==> src/nv_shadow_host_regs.vh <==
/*
 * constants for the host-side controller of the shadowed static memory:
 * sequence addresses, bus timing counts and nonvolatile wait counts.
 * assumes the includer runs at the 40 MHz system clock (25 ns period).
 */
`ifndef NV_SHADOW_HOST_REGS_VH
`define NV_SHADOW_HOST_REGS_VH

// ==========================================================================
// clock
// ==========================================================================
`define CLK_PERIOD_NS        25

// ==========================================================================
// memory geometry
// ==========================================================================
`define ADDR_W               13
`define DATA_W               8
`define MEM_BYTES            8192

// ==========================================================================
// unlock sequence addresses
// ==========================================================================
`define SEQ_ADDR_0           13'h0000
`define SEQ_ADDR_1           13'h1555
`define SEQ_ADDR_2           13'h0aaa
`define SEQ_ADDR_3           13'h1fff
`define SEQ_ADDR_4           13'h10f0
`define SEQ_ADDR_SAVE        13'h0f0f
`define SEQ_ADDR_RESTORE     13'h0f0e
`define SEQ_STEPS            3'h6

// ==========================================================================
// bus timing, ns and derived cycles (least times round up)
// ==========================================================================
`define ACCESS_TIME_NS       45
`define ACCESS_CYC           ((`ACCESS_TIME_NS + `CLK_PERIOD_NS - 1) / `CLK_PERIOD_NS)
`define SETUP_TIME_NS        30
`define SETUP_CYC            ((`SETUP_TIME_NS + `CLK_PERIOD_NS - 1) / `CLK_PERIOD_NS)
`define RECOVER_TIME_NS      25
`define RECOVER_CYC          ((`RECOVER_TIME_NS + `CLK_PERIOD_NS - 1) / `CLK_PERIOD_NS)

// ==========================================================================
// nonvolatile operation waits, default figures in us
// ==========================================================================
`define SAVE_TIME_US         10000
`define RESTORE_TIME_US      20
`define POWERUP_TIME_US      550
`define US_TO_CYC(us)        (((us) * 1000 + `CLK_PERIOD_NS - 1) / `CLK_PERIOD_NS)

`endif

==> src/nv_wait_timer.v <==
/*
 * down-counting wait timer: loads a cycle count on a start pulse and
 * raises done for one cycle when it expires.
 * assumes the count fits in 24 bits and start is not reissued while busy.
 */
`timescale 1ns/1ps
`default_nettype none

module nv_wait_timer (
  input  wire        i_clk_sys,   // system clock
  input  wire        i_rst,       // async reset, active high
  input  wire        i_start,     // load pulse
  input  wire [23:0] i_count,     // cycles to wait, at least one
  output reg         o_busy,      // counting
  output reg         o_done       // one-cycle expiry pulse
);

  reg [23:0] cnt_q;  // remaining cycles

  // ========================================================================
  // counter
  // ========================================================================
  always @(posedge i_clk_sys or posedge i_rst) begin
    if (i_rst) begin
      cnt_q  <= 24'h000000;
      o_busy <= 1'b0;
      o_done <= 1'b0;
    end else begin
      o_done <= 1'b0;
      if (i_start) begin
        // a zero count would wrap through the whole 24-bit range before expiring, so force one cycle
        cnt_q  <= (i_count == 24'h000000) ? 24'h000001 : i_count;
        o_busy <= 1'b1;
      end else if (o_busy) begin
        if (cnt_q == 24'h000001) begin
          o_busy <= 1'b0;
          o_done <= 1'b1;
        end
        cnt_q <= cnt_q - 24'h000001;
      end
    end
  end

endmodule // nv_wait_timer

`default_nettype wire

==> src/nv_shadow_host.v <==
/*
 * host-side controller for an 8K x 8 static memory with a nonvolatile
 * shadow. it runs single reads and writes over the parallel pins and
 * issues the six-read unlock sequence for save and restore, then waits
 * out the nonvolatile cycle time before allowing further accesses.
 * assumes the memory sits on the pins with no other master, and that
 * pin inputs are synchronous to i_clk_sys.
 */
// Notes on behaviour
// - host holds address through write
// - host keeps gate high when writing
// - save unlock starts 0000 1555 0aaa
// - then 1fff 10f0 0f0f starts save
// - sequence steps are select-controlled reads
// - 0f0e as sixth read restores
// - strobe high through all six steps
`timescale 1ns/1ps
`default_nettype none
`include "nv_shadow_host_regs.vh"

module nv_shadow_host #(
  parameter [23:0] SAVE_CYC    = `US_TO_CYC(`SAVE_TIME_US),    // save wait
  parameter [23:0] RESTORE_CYC = `US_TO_CYC(`RESTORE_TIME_US), // restore wait
  parameter [23:0] POWERUP_CYC = `US_TO_CYC(`POWERUP_TIME_US)  // power-up wait
) (
  input  wire        i_clk_sys,     // system clock, 40 MHz
  input  wire        i_rst,         // async reset, active high
  input  wire        i_req,         // command request, level
  input  wire [1:0]  i_cmd,         // 0 read, 1 write, 2 save, 3 restore
  input  wire [12:0] i_addr,        // byte address
  input  wire [7:0]  i_wdata,       // write byte
  output reg         o_ready,       // idle, command can be taken
  output reg         o_rvalid,      // read byte valid, one cycle
  output reg  [7:0]  o_rdata,       // read byte
  output reg         o_nv_done,     // save or restore finished, one cycle
  output reg  [12:0] o_addr_bus,    // memory address pins
  output reg  [7:0]  o_data_bus,    // data pins, host drive value
  output reg         o_data_bus_oe, // high while host drives data pins
  input  wire [7:0]  i_data_bus,    // data pins as seen
  output reg         o_ce_n,        // chip select, active low
  output reg         o_we_n,        // write strobe, active low
  output reg         o_oe_n         // output gate, active low
);

  // one-hot states
  localparam [6:0] ST_POWER = 7'h01;  // waiting out power-up restore
  localparam [6:0] ST_IDLE  = 7'h02;  // bus quiet
  localparam [6:0] ST_RD    = 7'h04;  // read strobe held
  localparam [6:0] ST_WR    = 7'h08;  // write strobe held
  localparam [6:0] ST_SEQ   = 7'h10;  // unlock read held
  localparam [6:0] ST_GAP   = 7'h20;  // select high between accesses
  localparam [6:0] ST_NV    = 7'h40;  // nonvolatile cycle in progress

  localparam [1:0] CMD_RD = 2'h0;
  localparam [1:0] CMD_WR = 2'h1;
  localparam [1:0] CMD_SV = 2'h2;

  reg  [6:0]  state_q;    // current state
  reg  [3:0]  cnt_q;      // strobe and gap cycle counter
  reg  [2:0]  step_q;     // unlock step index
  reg         restore_q;  // sequence ends in restore
  reg         after_q;    // gap leads into a nonvolatile wait
  reg         tmr_start;  // timer load pulse
  reg  [23:0] tmr_count;  // timer load value
  wire        tmr_done;   // timer expiry
  wire        tmr_busy;   // timer running

  // unlock address for a step; the last step picks save or restore
  function [12:0] seq_addr;
    input [2:0] step;
    input       rst_sel;
    begin
      case (step)
        3'h0:    seq_addr = `SEQ_ADDR_0;
        3'h1:    seq_addr = `SEQ_ADDR_1;
        3'h2:    seq_addr = `SEQ_ADDR_2;
        3'h3:    seq_addr = `SEQ_ADDR_3;
        3'h4:    seq_addr = `SEQ_ADDR_4;
        // restore ends on its own address
        default: seq_addr = rst_sel ? `SEQ_ADDR_RESTORE : `SEQ_ADDR_SAVE;
      endcase
    end
  endfunction

  // ========================================================================
  // nonvolatile wait timer
  // ========================================================================
  nv_wait_timer u_timer (
    .i_clk_sys (i_clk_sys),
    .i_rst     (i_rst),
    .i_start   (tmr_start),
    .i_count   (tmr_count),
    .o_busy    (tmr_busy),
    .o_done    (tmr_done)
  );

  // ========================================================================
  // timer load: power-up right after reset, save or restore after step six
  // ========================================================================
  always @(posedge i_clk_sys or posedge i_rst) begin
    if (i_rst) begin
      tmr_start <= 1'b0;
      tmr_count <= 24'h000000;
    end else begin
      tmr_start <= 1'b0;
      if (state_q == ST_POWER && !tmr_busy && !tmr_start && !tmr_done) begin
        tmr_start <= 1'b1;
        tmr_count <= POWERUP_CYC;
      end else if (state_q == ST_GAP && after_q && cnt_q == 4'h0) begin
        tmr_start <= 1'b1;
        tmr_count <= restore_q ? RESTORE_CYC : SAVE_CYC;
      end
    end
  end

  // ========================================================================
  // main bus sequencer
  // ========================================================================
  always @(posedge i_clk_sys or posedge i_rst) begin
    if (i_rst) begin
      state_q       <= ST_POWER;
      cnt_q         <= 4'h0;
      step_q        <= 3'h0;
      restore_q     <= 1'b0;
      after_q       <= 1'b0;
      o_ready       <= 1'b0;
      o_rvalid      <= 1'b0;
      o_rdata       <= 8'h00;
      o_nv_done     <= 1'b0;
      o_addr_bus    <= 13'h0000;
      o_data_bus    <= 8'h00;
      o_data_bus_oe <= 1'b0;
      o_ce_n        <= 1'b1;
      o_we_n        <= 1'b1;
      o_oe_n        <= 1'b1;
    end else begin
      o_rvalid  <= 1'b0;
      o_nv_done <= 1'b0;
      case (state_q)
        ST_POWER: begin
          // the memory recalls by itself; keep it deselected till done
          if (tmr_done) begin
            state_q <= ST_IDLE;
            o_ready <= 1'b1;
          end
        end
        ST_IDLE: begin
          if (i_req) begin
            o_ready <= 1'b0;
            cnt_q   <= 4'h0;
            o_addr_bus <= i_addr;
            if (i_cmd == CMD_RD) begin
              state_q <= ST_RD;
              o_ce_n  <= 1'b0;
              o_oe_n  <= 1'b0;
            end else if (i_cmd == CMD_WR) begin
              // gate stays high
              // select stays high here so the address settles first
              state_q       <= ST_WR;
              o_data_bus    <= i_wdata;
              o_data_bus_oe <= 1'b1;
              o_we_n        <= 1'b0;
            end else begin
              state_q    <= ST_SEQ;
              step_q     <= 3'h0;
              restore_q  <= (i_cmd != CMD_SV);
              o_addr_bus <= seq_addr(3'h0, 1'b0);
              o_ce_n     <= 1'b0;
            end
          end
        end
        ST_RD: begin
          if (cnt_q == `ACCESS_CYC - 1) begin
            o_rdata  <= i_data_bus;
            o_rvalid <= 1'b1;
            o_ce_n   <= 1'b1;
            o_oe_n   <= 1'b1;
            state_q  <= ST_GAP;
            cnt_q    <= 4'h0;
          end else begin
            cnt_q <= cnt_q + 4'h1;
          end
        end
        ST_WR: begin
          // address and data held to the select edge
          if (cnt_q == 4'h0) begin
            // address stable a cycle before select falls
            o_ce_n <= 1'b0;
            cnt_q  <= 4'h1;
          end else if (cnt_q == `SETUP_CYC) begin
            o_ce_n  <= 1'b1;
            o_we_n  <= 1'b1;
            state_q <= ST_GAP;
            cnt_q   <= 4'h0;
          end else begin
            cnt_q <= cnt_q + 4'h1;
          end
        end
        ST_SEQ: begin
          if (cnt_q == `ACCESS_CYC - 1) begin
            o_ce_n  <= 1'b1;
            state_q <= ST_GAP;
            cnt_q   <= 4'h0;
            after_q <= (step_q == `SEQ_STEPS - 3'h1);
            step_q  <= step_q + 3'h1;
          end else begin
            cnt_q <= cnt_q + 4'h1;
          end
        end
        ST_GAP: begin
          // select high for a recovery time between accesses
          if (after_q) begin
            if (cnt_q == 4'h0) begin
              cnt_q   <= 4'h1;
            end else begin
              state_q <= ST_NV;
              after_q <= 1'b0;
            end
          end else if (cnt_q == `RECOVER_CYC - 1) begin
            cnt_q <= 4'h0;
            // steps back to back, no stray access
            if (step_q != 3'h0 && step_q != `SEQ_STEPS) begin
              state_q    <= ST_SEQ;
              o_addr_bus <= seq_addr(step_q, restore_q);
              o_ce_n     <= 1'b0;
            end else begin
              state_q       <= ST_IDLE;
              step_q        <= 3'h0;
              o_data_bus_oe <= 1'b0;
              o_ready       <= 1'b1;
            end
          end else begin
            cnt_q <= cnt_q + 4'h1;
          end
        end
        ST_NV: begin
          if (tmr_done) begin
            state_q   <= ST_IDLE;
            step_q    <= 3'h0;
            o_nv_done <= 1'b1;
            o_ready   <= 1'b1;
          end
        end
        default: begin
          state_q <= ST_IDLE;
          o_ready <= 1'b1;
        end
      endcase
    end
  end

endmodule // nv_shadow_host

`default_nettype wire

==> config.mk <==
export PLATFORM = sky130hd
export DESIGN_NAME = nv_shadow_host
export DESIGN_NICKNAME = d
export VERILOG_FILES = /design/src/nv_wait_timer.v /design/src/nv_shadow_host.v
export VERILOG_INCLUDE_DIRS = /design/src
export SDC_FILE = /design/constraint.sdc
export NUM_CORES = 1
export LEC_CHECK = 0
export ABC_AREA = 1
export BUFFER_PORTS_ARGS = -buffer_cell sky130_fd_sc_hd__buf_4
export CAP_MARGIN = 20
export CORE_MARGIN = 8
export CORE_UTILIZATION = 30
export CTS_CLUSTER_DIAMETER = 60
export DETAILED_ROUTE_END_ITERATION = 7
export PLACE_DENSITY = 0.52
export SYNTH_ARGS = -nofsm -noshare
export SYNTH_HDL_FRONTEND = slang
export SYNTH_SLANG_ARGS = --single-unit
==> constraint.sdc <==
create_clock -name i_clk_sys -period 5.6 [get_ports i_clk_sys]
set_clock_uncertainty 0.1 [all_clocks]
set_input_delay 1.12 -clock i_clk_sys [delete_from_list [all_inputs] [get_ports i_clk_sys]]
set_output_delay 1.12 -clock i_clk_sys [all_outputs]
set_load 0.1 [all_outputs]
==> results of run 1 <==
==> sequential cells by signal (all words and copies together) (netlist names), 3 cells and up <==
register / flops
u_timer.cnt_q: 24
o_data_bus: 8
state_q: 7
cnt_q: 4
o_addr_bus: 13
o_rdata: 8
step_q: 3
tmr_count: 5
==> placed cells by master (no fill, tap or decap), drive strengths merged, types with 5 or more instances in the layout <==
| master | n |
|---|---|
| ha | 11 |
| xor2 | 10 |
| nor2 | 74 |
| inv | 63 |
| nand3 | 40 |
| a21oi | 14 |
| nand2 | 226 |
| o21ai | 33 |
| clkbuf | 13 |
| nand4 | 5 |
| dfrtp | 80 |
| buf | 71 |
| nor3 | 6 |
==> stage by stage <==
| stage | instance area, µm² | instances | setup WS (ns) | total power [µW] |
|---|---|---|---|---|
| after floorplan | 4470 | 601 | 2.22 | 1890 |
| after global placement | 5190 | 848 | 3.04 | 2170 |
| after detailed placement | 5190 | 848 | 3.01 | 2170 |
| after CTS | 5470 | 864 | 3.19 | 2760 |
| after global routing | 5470 | 864 | 3.06 | 2890 |
| final | 5470 | 864 | 3.21 | 2730 |
==> tightest hold or removal path, cell delays in order (launching register included) <==
cell and delay, ns:
dfstp_2 0.37, nand2_1 0.06, nand2_1 0.04
==> worst paths after layout <==
| path | startpoint | end | slack (ns) | depth (start not counted) |
|---|---|---|---|---|
| max | o_we_n | o_we_n | 3.21 | 1 |
| min | o_oe_n | o_oe_n | 0.37 | 2 |
| max reg2reg | state_q[4] | o_addr_bus[3] | 3.31 | 8 |
| min reg2reg | o_oe_n | o_oe_n | 0.37 | 2 |
| max in group asynchronous | i_rst | state_q[0] | 3.58 | 3 |
| min in group asynchronous | i_rst | o_addr_bus[8] | 0.82 | 2 |
==> power breakdown <==
group,switching (µW),internal [µW]
Sequential,80.4,730
Combinational,1060,281
Clock,245,325
Total,1390,1340
==> cell type report <==
cell class	instances	area, µm²	area share [%]
multi-input cells	442	2070	37.8
inverters	67	253	4.62
flip-flops and latches	84	2110	38.5
clock buffers	13	260	4.76
clock inverters	3	22.5	0.412
repair buffers	71	533	9.74
well taps	184	230	4.21
==> layer usage <==
metal / track usage (%) / part of all wire, % / up-vias / wire (µm)
li1: - / - / 2036 / -
met2: 19.2 / 46 / 103 / 5280
met3: 3.97 / 5.5 / 14 / 625
met4: 3.83 / 1.2 / 0 / 143
met5: 0 / 0 / - / 0
met1: 15.3 / 47 / 1831 / 5400
==> cells by family (layout without fill, tap and decap cells) <==
kind of cell / Yosys count / in the layout
DFF: 84 / 84
and+or+nand+nor: 358 / 358
adders and majority gates: 11 / 11
AOI/OAI and AO/OA: 60 / 60
buffers and inverters: 75 / 154
xor gates and xnor gates: 13 / 13
==> flow_summary.ini, run 1 <==
[final_layout]
num-fill-cells = 1548
drive_above_1_share_pct = 15.3
fin_util_pct = 37.7
areaGrowthSynthToFinish_pct = 22.3
nets = 720
num_antenna_cells = 0

[clock_tree]
cts.path.max_buffers = 2
clock_sinks = 84
cts_tree = done
cts.reportedPaths.clkPinSlew_ns = 0.06
clkLatencyLatePin_ns = 0.35
htree_levels = 3
post_cts_resized = 0
cts-buffers-inserted = 9
root_buffer = clkbuf_16
cts_hold_buf = 0
postCtsSetupRepairBufs = 0

[timing]
maxSlewHeadroom_pct = 44.5
hold_viol_final = 0
holdWs_ns = 0.370
grt_setup_unrepaired = false
tightest_slew_ns = 0.831
period_share_pct = 42.6
drv_slew = 0
period_minus_slack_ns = 2.39
setup_viol = 0
max_freq_mhz = 419
fin_setup_tns_ns = 0

[yosys]
synth_most_common_cell = nand2_1
synth_top_area_share_pct = 44.7
syn_avg_cell_area_um2 = 7.44
ys_seq_area_share_pct = 47.1
synth_top_family_by_area = simple AND/OR/NAND/NOR gates
synth_common_cells = nand2_1 (225), dfrtp_1 (80), nor2_1 (66), inv_1 (62), nand3_1 (40)
synth_fa_ha_area_share_pct = 3.08
yosysWarnings = 0
ys_ff_latch = 84
synthCells = 601
yosys.area.top_type = dfrtp_1
async_flop_share_pct = 100
synth_cell_types = 38
synth_xor_xnor_area_share_pct = 2.54
synth_area_leaders = dfrtp_1 (45%), nand2_1 (19%), nor2_1 (5.5%)
synth_compound_area_share_pct = 7.44
syn_nets = 646
yosys.area_share.simple_pct = 33.1
synth.area.mux_share_pct = 0
synth_area_um2 = 4470
ys.flop_type = dfrtp_1
synth-edff-count = 0

[floorplanning]
die_w_um = 138
pin_count = 70
core_um2 = 14500
start_util_pct = 30.8
dieHeight_um = 138
rows = 44
die_area_um2 = 19100

[drt]
drc = 0
first_pass_iters = 7
vias = 3984
drt_iter0_drc = 330
wl_per_cell_um = 13.2
vias_per_cell = 4.61
wl_mm = 11.4
ant_nets = 0

[power]
powerDensity_nw_per_um2 = 498
peakVddDrop_uv = 464
cellLeakagePower_uw = 0.00303

[min_path]
hp-class = flop to flop

[status]
outcome = finished, final reports clean

[grt]
antenna_found_initial = 0
grt_pass1_vias = 3947
grt.total_usage_pct = 12.1
gr-total-overflow = 0
grt_start_max_net_pins = 47
grt_pass1_wl_mm = 19.4

[critical_path]
critPathTopFamily = flip-flops
critPathMaxStageDelay_ns = 0.53
crit_type = flop to output port
end_kind = output port
worstPathArrival_ns = 1.17
required_ns = 4.38
path_cells = buf_4
crit_buf_inv = 1
startpoint_type = flop
cp_max_fo = 2
critical_path.slowest_cell = dfstp_2

[placement]
port_buffers = 69
finalWeightedCongestion = 0.879
hpwl_mm = 8.74

[flow_run]
max-cap-violations = 0
(Power assumes the default switching activity.)
==> inputs of run 2 (changes only) <==
--- a/config.mk
+++ b/config.mk
@@ -13,7 +13,7 @@
 export CORE_UTILIZATION = 30
 export CTS_CLUSTER_DIAMETER = 60
 export DETAILED_ROUTE_END_ITERATION = 7
-export PLACE_DENSITY = 0.52
+export PLACE_DENSITY = 0.53
 export SYNTH_ARGS = -nofsm -noshare
 export SYNTH_HDL_FRONTEND = slang
 export SYNTH_SLANG_ARGS = --single-unit
==> constraint.sdc (replaced) <==
create_clock -name i_clk_sys -period 2.1 [get_ports i_clk_sys]
set_clock_uncertainty 0.1 [all_clocks]
set_input_delay 0.42 -clock i_clk_sys [delete_from_list [all_inputs] [get_ports i_clk_sys]]
set_output_delay 0.42 -clock i_clk_sys [all_outputs]
set_load 0.1 [all_outputs]
==> run 2 against run 1 <==
Sequential cell count is the same. Final area grew 3.7%. Largest power group unchanged. Highest routed layer unchanged. Total power grew to 2.7 times the previous value.
==> flow_summary.ini, run 2 (synthesis results as in run 1) <==
[status]
outcome = finished, final reports clean

[floorplanning]
start_util_pct = 30.8
pin_count = 70
dieHeight_um = 138
rows = 44
die_area_um2 = 19100
die_w_um = 138
core_um2 = 14500

[final_layout]
nets = 742
final_cells = 886
top_regs = u_timer.cnt_q x24, o_addr_bus x13
num_antenna_cells = 0
largest_register_ff_count = 24
design_area_um2 = 5670
most-common-layout-cells = nand2_1 (225), buf_4 (89), dfrtp_1 (80)
top_register = u_timer.cnt_q
fin_util_pct = 39.0
areaGrowthSynthToFinish_pct = 26.8
final_common_cell = nand2_1
drive_above_1_share_pct = 18.2

[critical_path]
critPathMaxStageDelay_ns = 0.41
critical_path.slowest_cell = dfrtp_1
startpoint_type = flop
end_kind = flop
crit_type = flop to flop
crit_buf_inv = 3
critPathTopFamily = simple AND/OR/NAND/NOR gates
worstPathArrival_ns = 2.07
path_cells = inv_1 > ha_1 > inv_1 > nor2_1 > a21oi_1 > inv_1 > nor2_1 > nor2_1 > nand3_1 > o21ai_0
required_ns = 2.25
cp_max_fo = 6

[placement]
port_buffers = 69
placed_area_um2 = 5380
dp.cells = 868
finalWeightedCongestion = 0.891
hpwl_mm = 9.16
place_ws_ns = -0.131

[timing]
period_share_pct = 91.2
grt_setup_unrepaired = false
fin_setup_tns_ns = 0
hold_viol_final = 0
period_minus_slack_ns = 1.91
maxSlewHeadroom_pct = 68.5
worst_slack_ns = 0.185
tightest_slew_ns = 0.472
setup_viol = 0
max_freq_mhz = 522
drv_slew = 0

[drt]
drc = 0
vias_per_cell = 4.63
wl_mm = 11.7
drt_iter0_drc = 230
first_pass_iters = 5
wl_per_cell_um = 13.2
vias = 4102
ant_nets = 0

[power]
powerDensity_nw_per_um2 = 1290
cellLeakagePower_uw = 0.00315
peakVddDrop_uv = 1030

[grt]
grt.total_usage_pct = 12.3
gr-total-overflow = 0
grt_pass1_vias = 4082
grt_pass1_wl_mm = 19.8
antenna_found_initial = 0
grt_start_max_net_pins = 23

[clock_tree]
root_buffer = clkbuf_16
clock_sinks = 84
cts-buffers-inserted = 9
cts_tree = done
htree_levels = 3
clkLatencyLatePin_ns = 0.34
cts.reportedPaths.clkPinSlew_ns = 0.06
cts.path.max_buffers = 2

[flow_run]
max-cap-violations = 0

[min_path]
hp-class = input pin to flop
==> run 2: cell types whose count changed in the layout (fill, tap and decap cells not counted) <==
| cell | previous run | this run |
|---|---|---|
| buf_4 | 71 | 89 |
| buf_12 | 0 | 3 |
| clkinv_2 | 1 | 4 |
| nor2_1 | 66 | 64 |
| nor2_2 | 6 | 8 |
| clkbuf_1 | 2 | 1 |
| clkbuf_8 | 2 | 1 |
| clkinvlp_4 | 3 | 2 |
| dlygate4sd3_1 | 0 | 1 |
| o21ai_0 | 32 | 31 |
| o21ai_1 | 1 | 2 |
==> run 2: path summary, 6_finish.rpt <==
check,startpoint,to,slack [ns],cells past startpoint
worst max-delay path,step_q[0],step_q[0],0.19,10
min in group asynchronous,i_rst,o_addr_bus[12],0.55,3
worst min-delay path,i_wdata[0],o_data_bus[0],0.17,3
worst max register to register,step_q[0],step_q[0],0.19,10
worst min register to register,o_ce_n,o_ce_n,0.36,2
max in group asynchronous,i_rst,tmr_start,0.70,5
==> run 2: cell type report <==
| type | instances | area (µm²) |
|---|---|---|
| Clock buffer | 11 | 243 |
| Multi-Input combinational cell | 442 | 2070 |
| Clock inverter | 5 | 27.5 |
| Inverter | 67 | 255 |
| Sequential cell | 84 | 2110 |
| Timing Repair Buffer | 93 | 738 |
| Tap cell | 184 | 230 |
| Fill cell | 1540 | 8860 |
==> run 2: where the power goes <==
group	internal [µW]	total, µW	switching (µW)
Combinational	838	3690	2850
Clock	825	1460	638
Sequential	1950	2150	209
Total	3610	7310	3700
==> run 2: timing repair <==
item | in CTS | in global routing
hold buffers | 1 | 0
hold endpoints to repair | 11 | 0
pin swaps | 1 | 0
resized for setup | 0 | 3
buffers inserted | 1 | 0
setup endpoints to repair | 13 | 18
==> run 2: worst min-delay path, cell delays in order <==
cell,delay [ns]
buf_4,0.08
nand2_1,0.04
nand2_1,0.04
==> run 2: per-layer routing <==
metal / up-vias / share of wire [%] / global-route usage (%)
met5: - / 0 / 0
met4: 0 / 1.7 / 5.09
met3: 15 / 4.9 / 2.64
met2: 109 / 44 / 18.6
met1: 1893 / 50 / 16.6
li1: 2085 / - / -
==> run 2: per-stage QoR <==
stage / hold slack [ns] / total power, µW
2_1_floorplan: 0.365 / 5030
3_3_place_gp: 0.357 / 5830
3_5_place_dp: 0.355 / 5860
4_1_cts: 0.161 / 7390
5_1_grt: 0.176 / 7760
6_report: 0.174 / 7310
==> inputs of run 3 (changes only) <==
--- a/config.mk
+++ b/config.mk
@@ -14,6 +14,8 @@
 export CTS_CLUSTER_DIAMETER = 60
 export DETAILED_ROUTE_END_ITERATION = 7
 export PLACE_DENSITY = 0.53
+export REMOVE_ABC_BUFFERS = 1
+export SLEW_MARGIN = 20
 export SYNTH_ARGS = -nofsm -noshare
 export SYNTH_HDL_FRONTEND = slang
 export SYNTH_SLANG_ARGS = --single-unit
==> run 3 against run 2 <==
Count of clock-buffer cells in the layout decreased by 2. Worst setup slack improved by 0.011 ns. Global-route usage increased by 0.13 points. Die area unchanged. Sequential cell count unchanged. Sequential share of layout area increased by 0.099 points. Worst hold slack got worse by 0.17 ns. Combinational power increased by 1%. Critical path depth decreased by 1. Clock power about the same. Sequential power about the same. Critical path type unchanged. Largest power group unchanged.
==> flow_summary.ini, run 3 (synthesis results as in run 1) <==
[critical_path]
startpoint_type = flop
end_kind = flop
r2r_cells = 9
crit_path_start = state_q[4]
r2r_start = state_q[4]
crit_type = flop to flop
ff2ff_setup_slack_ns = 0.20
cp_max_fo = 8
worstPathArrival_ns = 2.04
required_ns = 2.23
r2r-end = o_data_bus[1]

[final_layout]
top_register = u_timer.cnt_q
largest_register_ff_count = 24
nets = 740
areaGrowthSynthToFinish_pct = 26.5
most-common-layout-cells = nand2_1 (224), buf_4 (88), dfrtp_1 (80)
num_antenna_cells = 0
drive_above_1_share_pct = 18.9
final_common_cell = nand2_1
top_regs = u_timer.cnt_q x24, o_addr_bus x13
num-fill-cells = 1555

[clock_tree]
cts_tree = done
root_buffer = clkbuf_16
clkLatencyLatePin_ns = 0.34
cts-buffers-inserted = 9
cts.reportedPaths.clkPinSlew_ns = 0.07
htree_levels = 3
cts_hold_buf = 0
cts.path.max_buffers = 2
clock_sinks = 84

[floorplanning]
core_um2 = 14500
dieHeight_um = 138
die_w_um = 138
rows = 44
start_util_pct = 30.8
die_area_um2 = 19100
pin_count = 70

[power]
powerDensity_nw_per_um2 = 1300
power_switching_share_pct = 51.1
pwr-share-seq_pct = 29.2
power.internal_uw = 3610
cellLeakagePower_uw = 0.00313
switchingPower_uw = 3770
peakVddDrop_uv = 1100
combPwrFrac_pct = 50.5
power_frac_clock_pct = 20.2

[timing]
grt_setup_unrepaired = false
period_share_pct = 90.7
period_minus_slack_ns = 1.90
setup_viol = 0
tightest_slew_ns = 0.539
drv_slew = 0
maxSlewHeadroom_pct = 64.0
worst_slack_ns = 0.196
fin_setup_tns_ns = 0
max_freq_mhz = 525
hold_viol_final = 0

[drt]
dr_wl_met2_mm = 4.92
drc = 0
vias = 4061
drt-met1-wl_mm = 6.01
vias_per_cell = 4.59
drt_iter0_drc = 256
ant_nets = 0
routed.top_layer = met4
wl_per_cell_um = 13.2
wl_mm = 11.7
routed-wl-met3_um = 699
first_pass_iters = 4

[placement]
port_buffers = 69
place_ws_ns = -0.144
hpwl_mm = 9.10
finalWeightedCongestion = 0.886

[grt]
antenna_found_initial = 0
grt_start_max_net_pins = 31
gr-total-overflow = 0
grt_pass1_vias = 4067
grt_pass1_wl_mm = 19.8
grt.total_usage_pct = 12.4

[flow_run]
max-cap-violations = 0

[min_path]
hp-class = input pin to async pin

[status]
outcome = finished, final reports clean
## run 3: critical path, stage by stage (launching register included)
cell and delay [ns]:
dfrtp_1 0.42, nor2_1 0.15, nand2_1 0.15, nor2_4 0.23, nand2_1 0.15, nor2_2 0.15, nand2_2 0.13, buf_4 0.19
nand2_1 0.07, nand2_1 0.05
## run 3: cell type report
cell class | instances | area, µm² | share of cell area (%)
repair buffers | 90 | 701 | 12.4
multi-input cells | 442 | 2080 | 36.8
inverters | 67 | 256 | 4.53
repair inverters | 1 | 5.00 | 0.0885
clock buffers | 9 | 225 | 3.98
flip-flops and latches | 84 | 2110 | 37.2
well taps | 184 | 230 | 4.07
clock inverters | 7 | 51.3 | 0.907
## run 3: routing by layer
metal	track usage (%)	vias up
li1	-	2079
met1	17.3	1873
met2	17.7	107
met3	3.42	2
met4	4.81	0
met5	0	-
## run 3: worst max path at each step
stage	end	slack (ns)
global route	o_addr_bus[12]	0.02
detailed placement	o_addr_bus[8]	-0.14
global placement	o_addr_bus[0]	-0.02
floorplan	after_q	-0.58
finish	o_data_bus[1]	0.20
CTS	state_q[2]	0.1
## run 3: repair_timing
item / in CTS / in global routing
gates resized for setup: 1 / 6
buffers inserted: 2 / 0
endpoints found under the setup margin: 13 / 9
gates cloned: 0 / 1
pin swaps: 1 / 0
## run 3: power by group through the flow
stage	Combinational (µW)	Sequential (µW)	Clock (µW)
floorplan	1120	3830	0
global placement	3650	2170	0
detailed placement	3670	2180	0
CTS	3730	2160	1560
global route	4010	2200	1630
finish	3730	2160	1490
## run 3: metrics by stage
stage	instance area (µm²)	util [%]	total power, µW	hold WS (ns)	cells
CTS	5640	38.8	7450	0.0161	883
floorplan	4430	-	4950	0.365	593
global placement	5340	36.8	5820	0.354	865
finish	5660	38.9	7380	0.00442	884
detailed placement	5340	36.8	5850	0.354	865
global route	5660	38.9	7840	0.0439	884
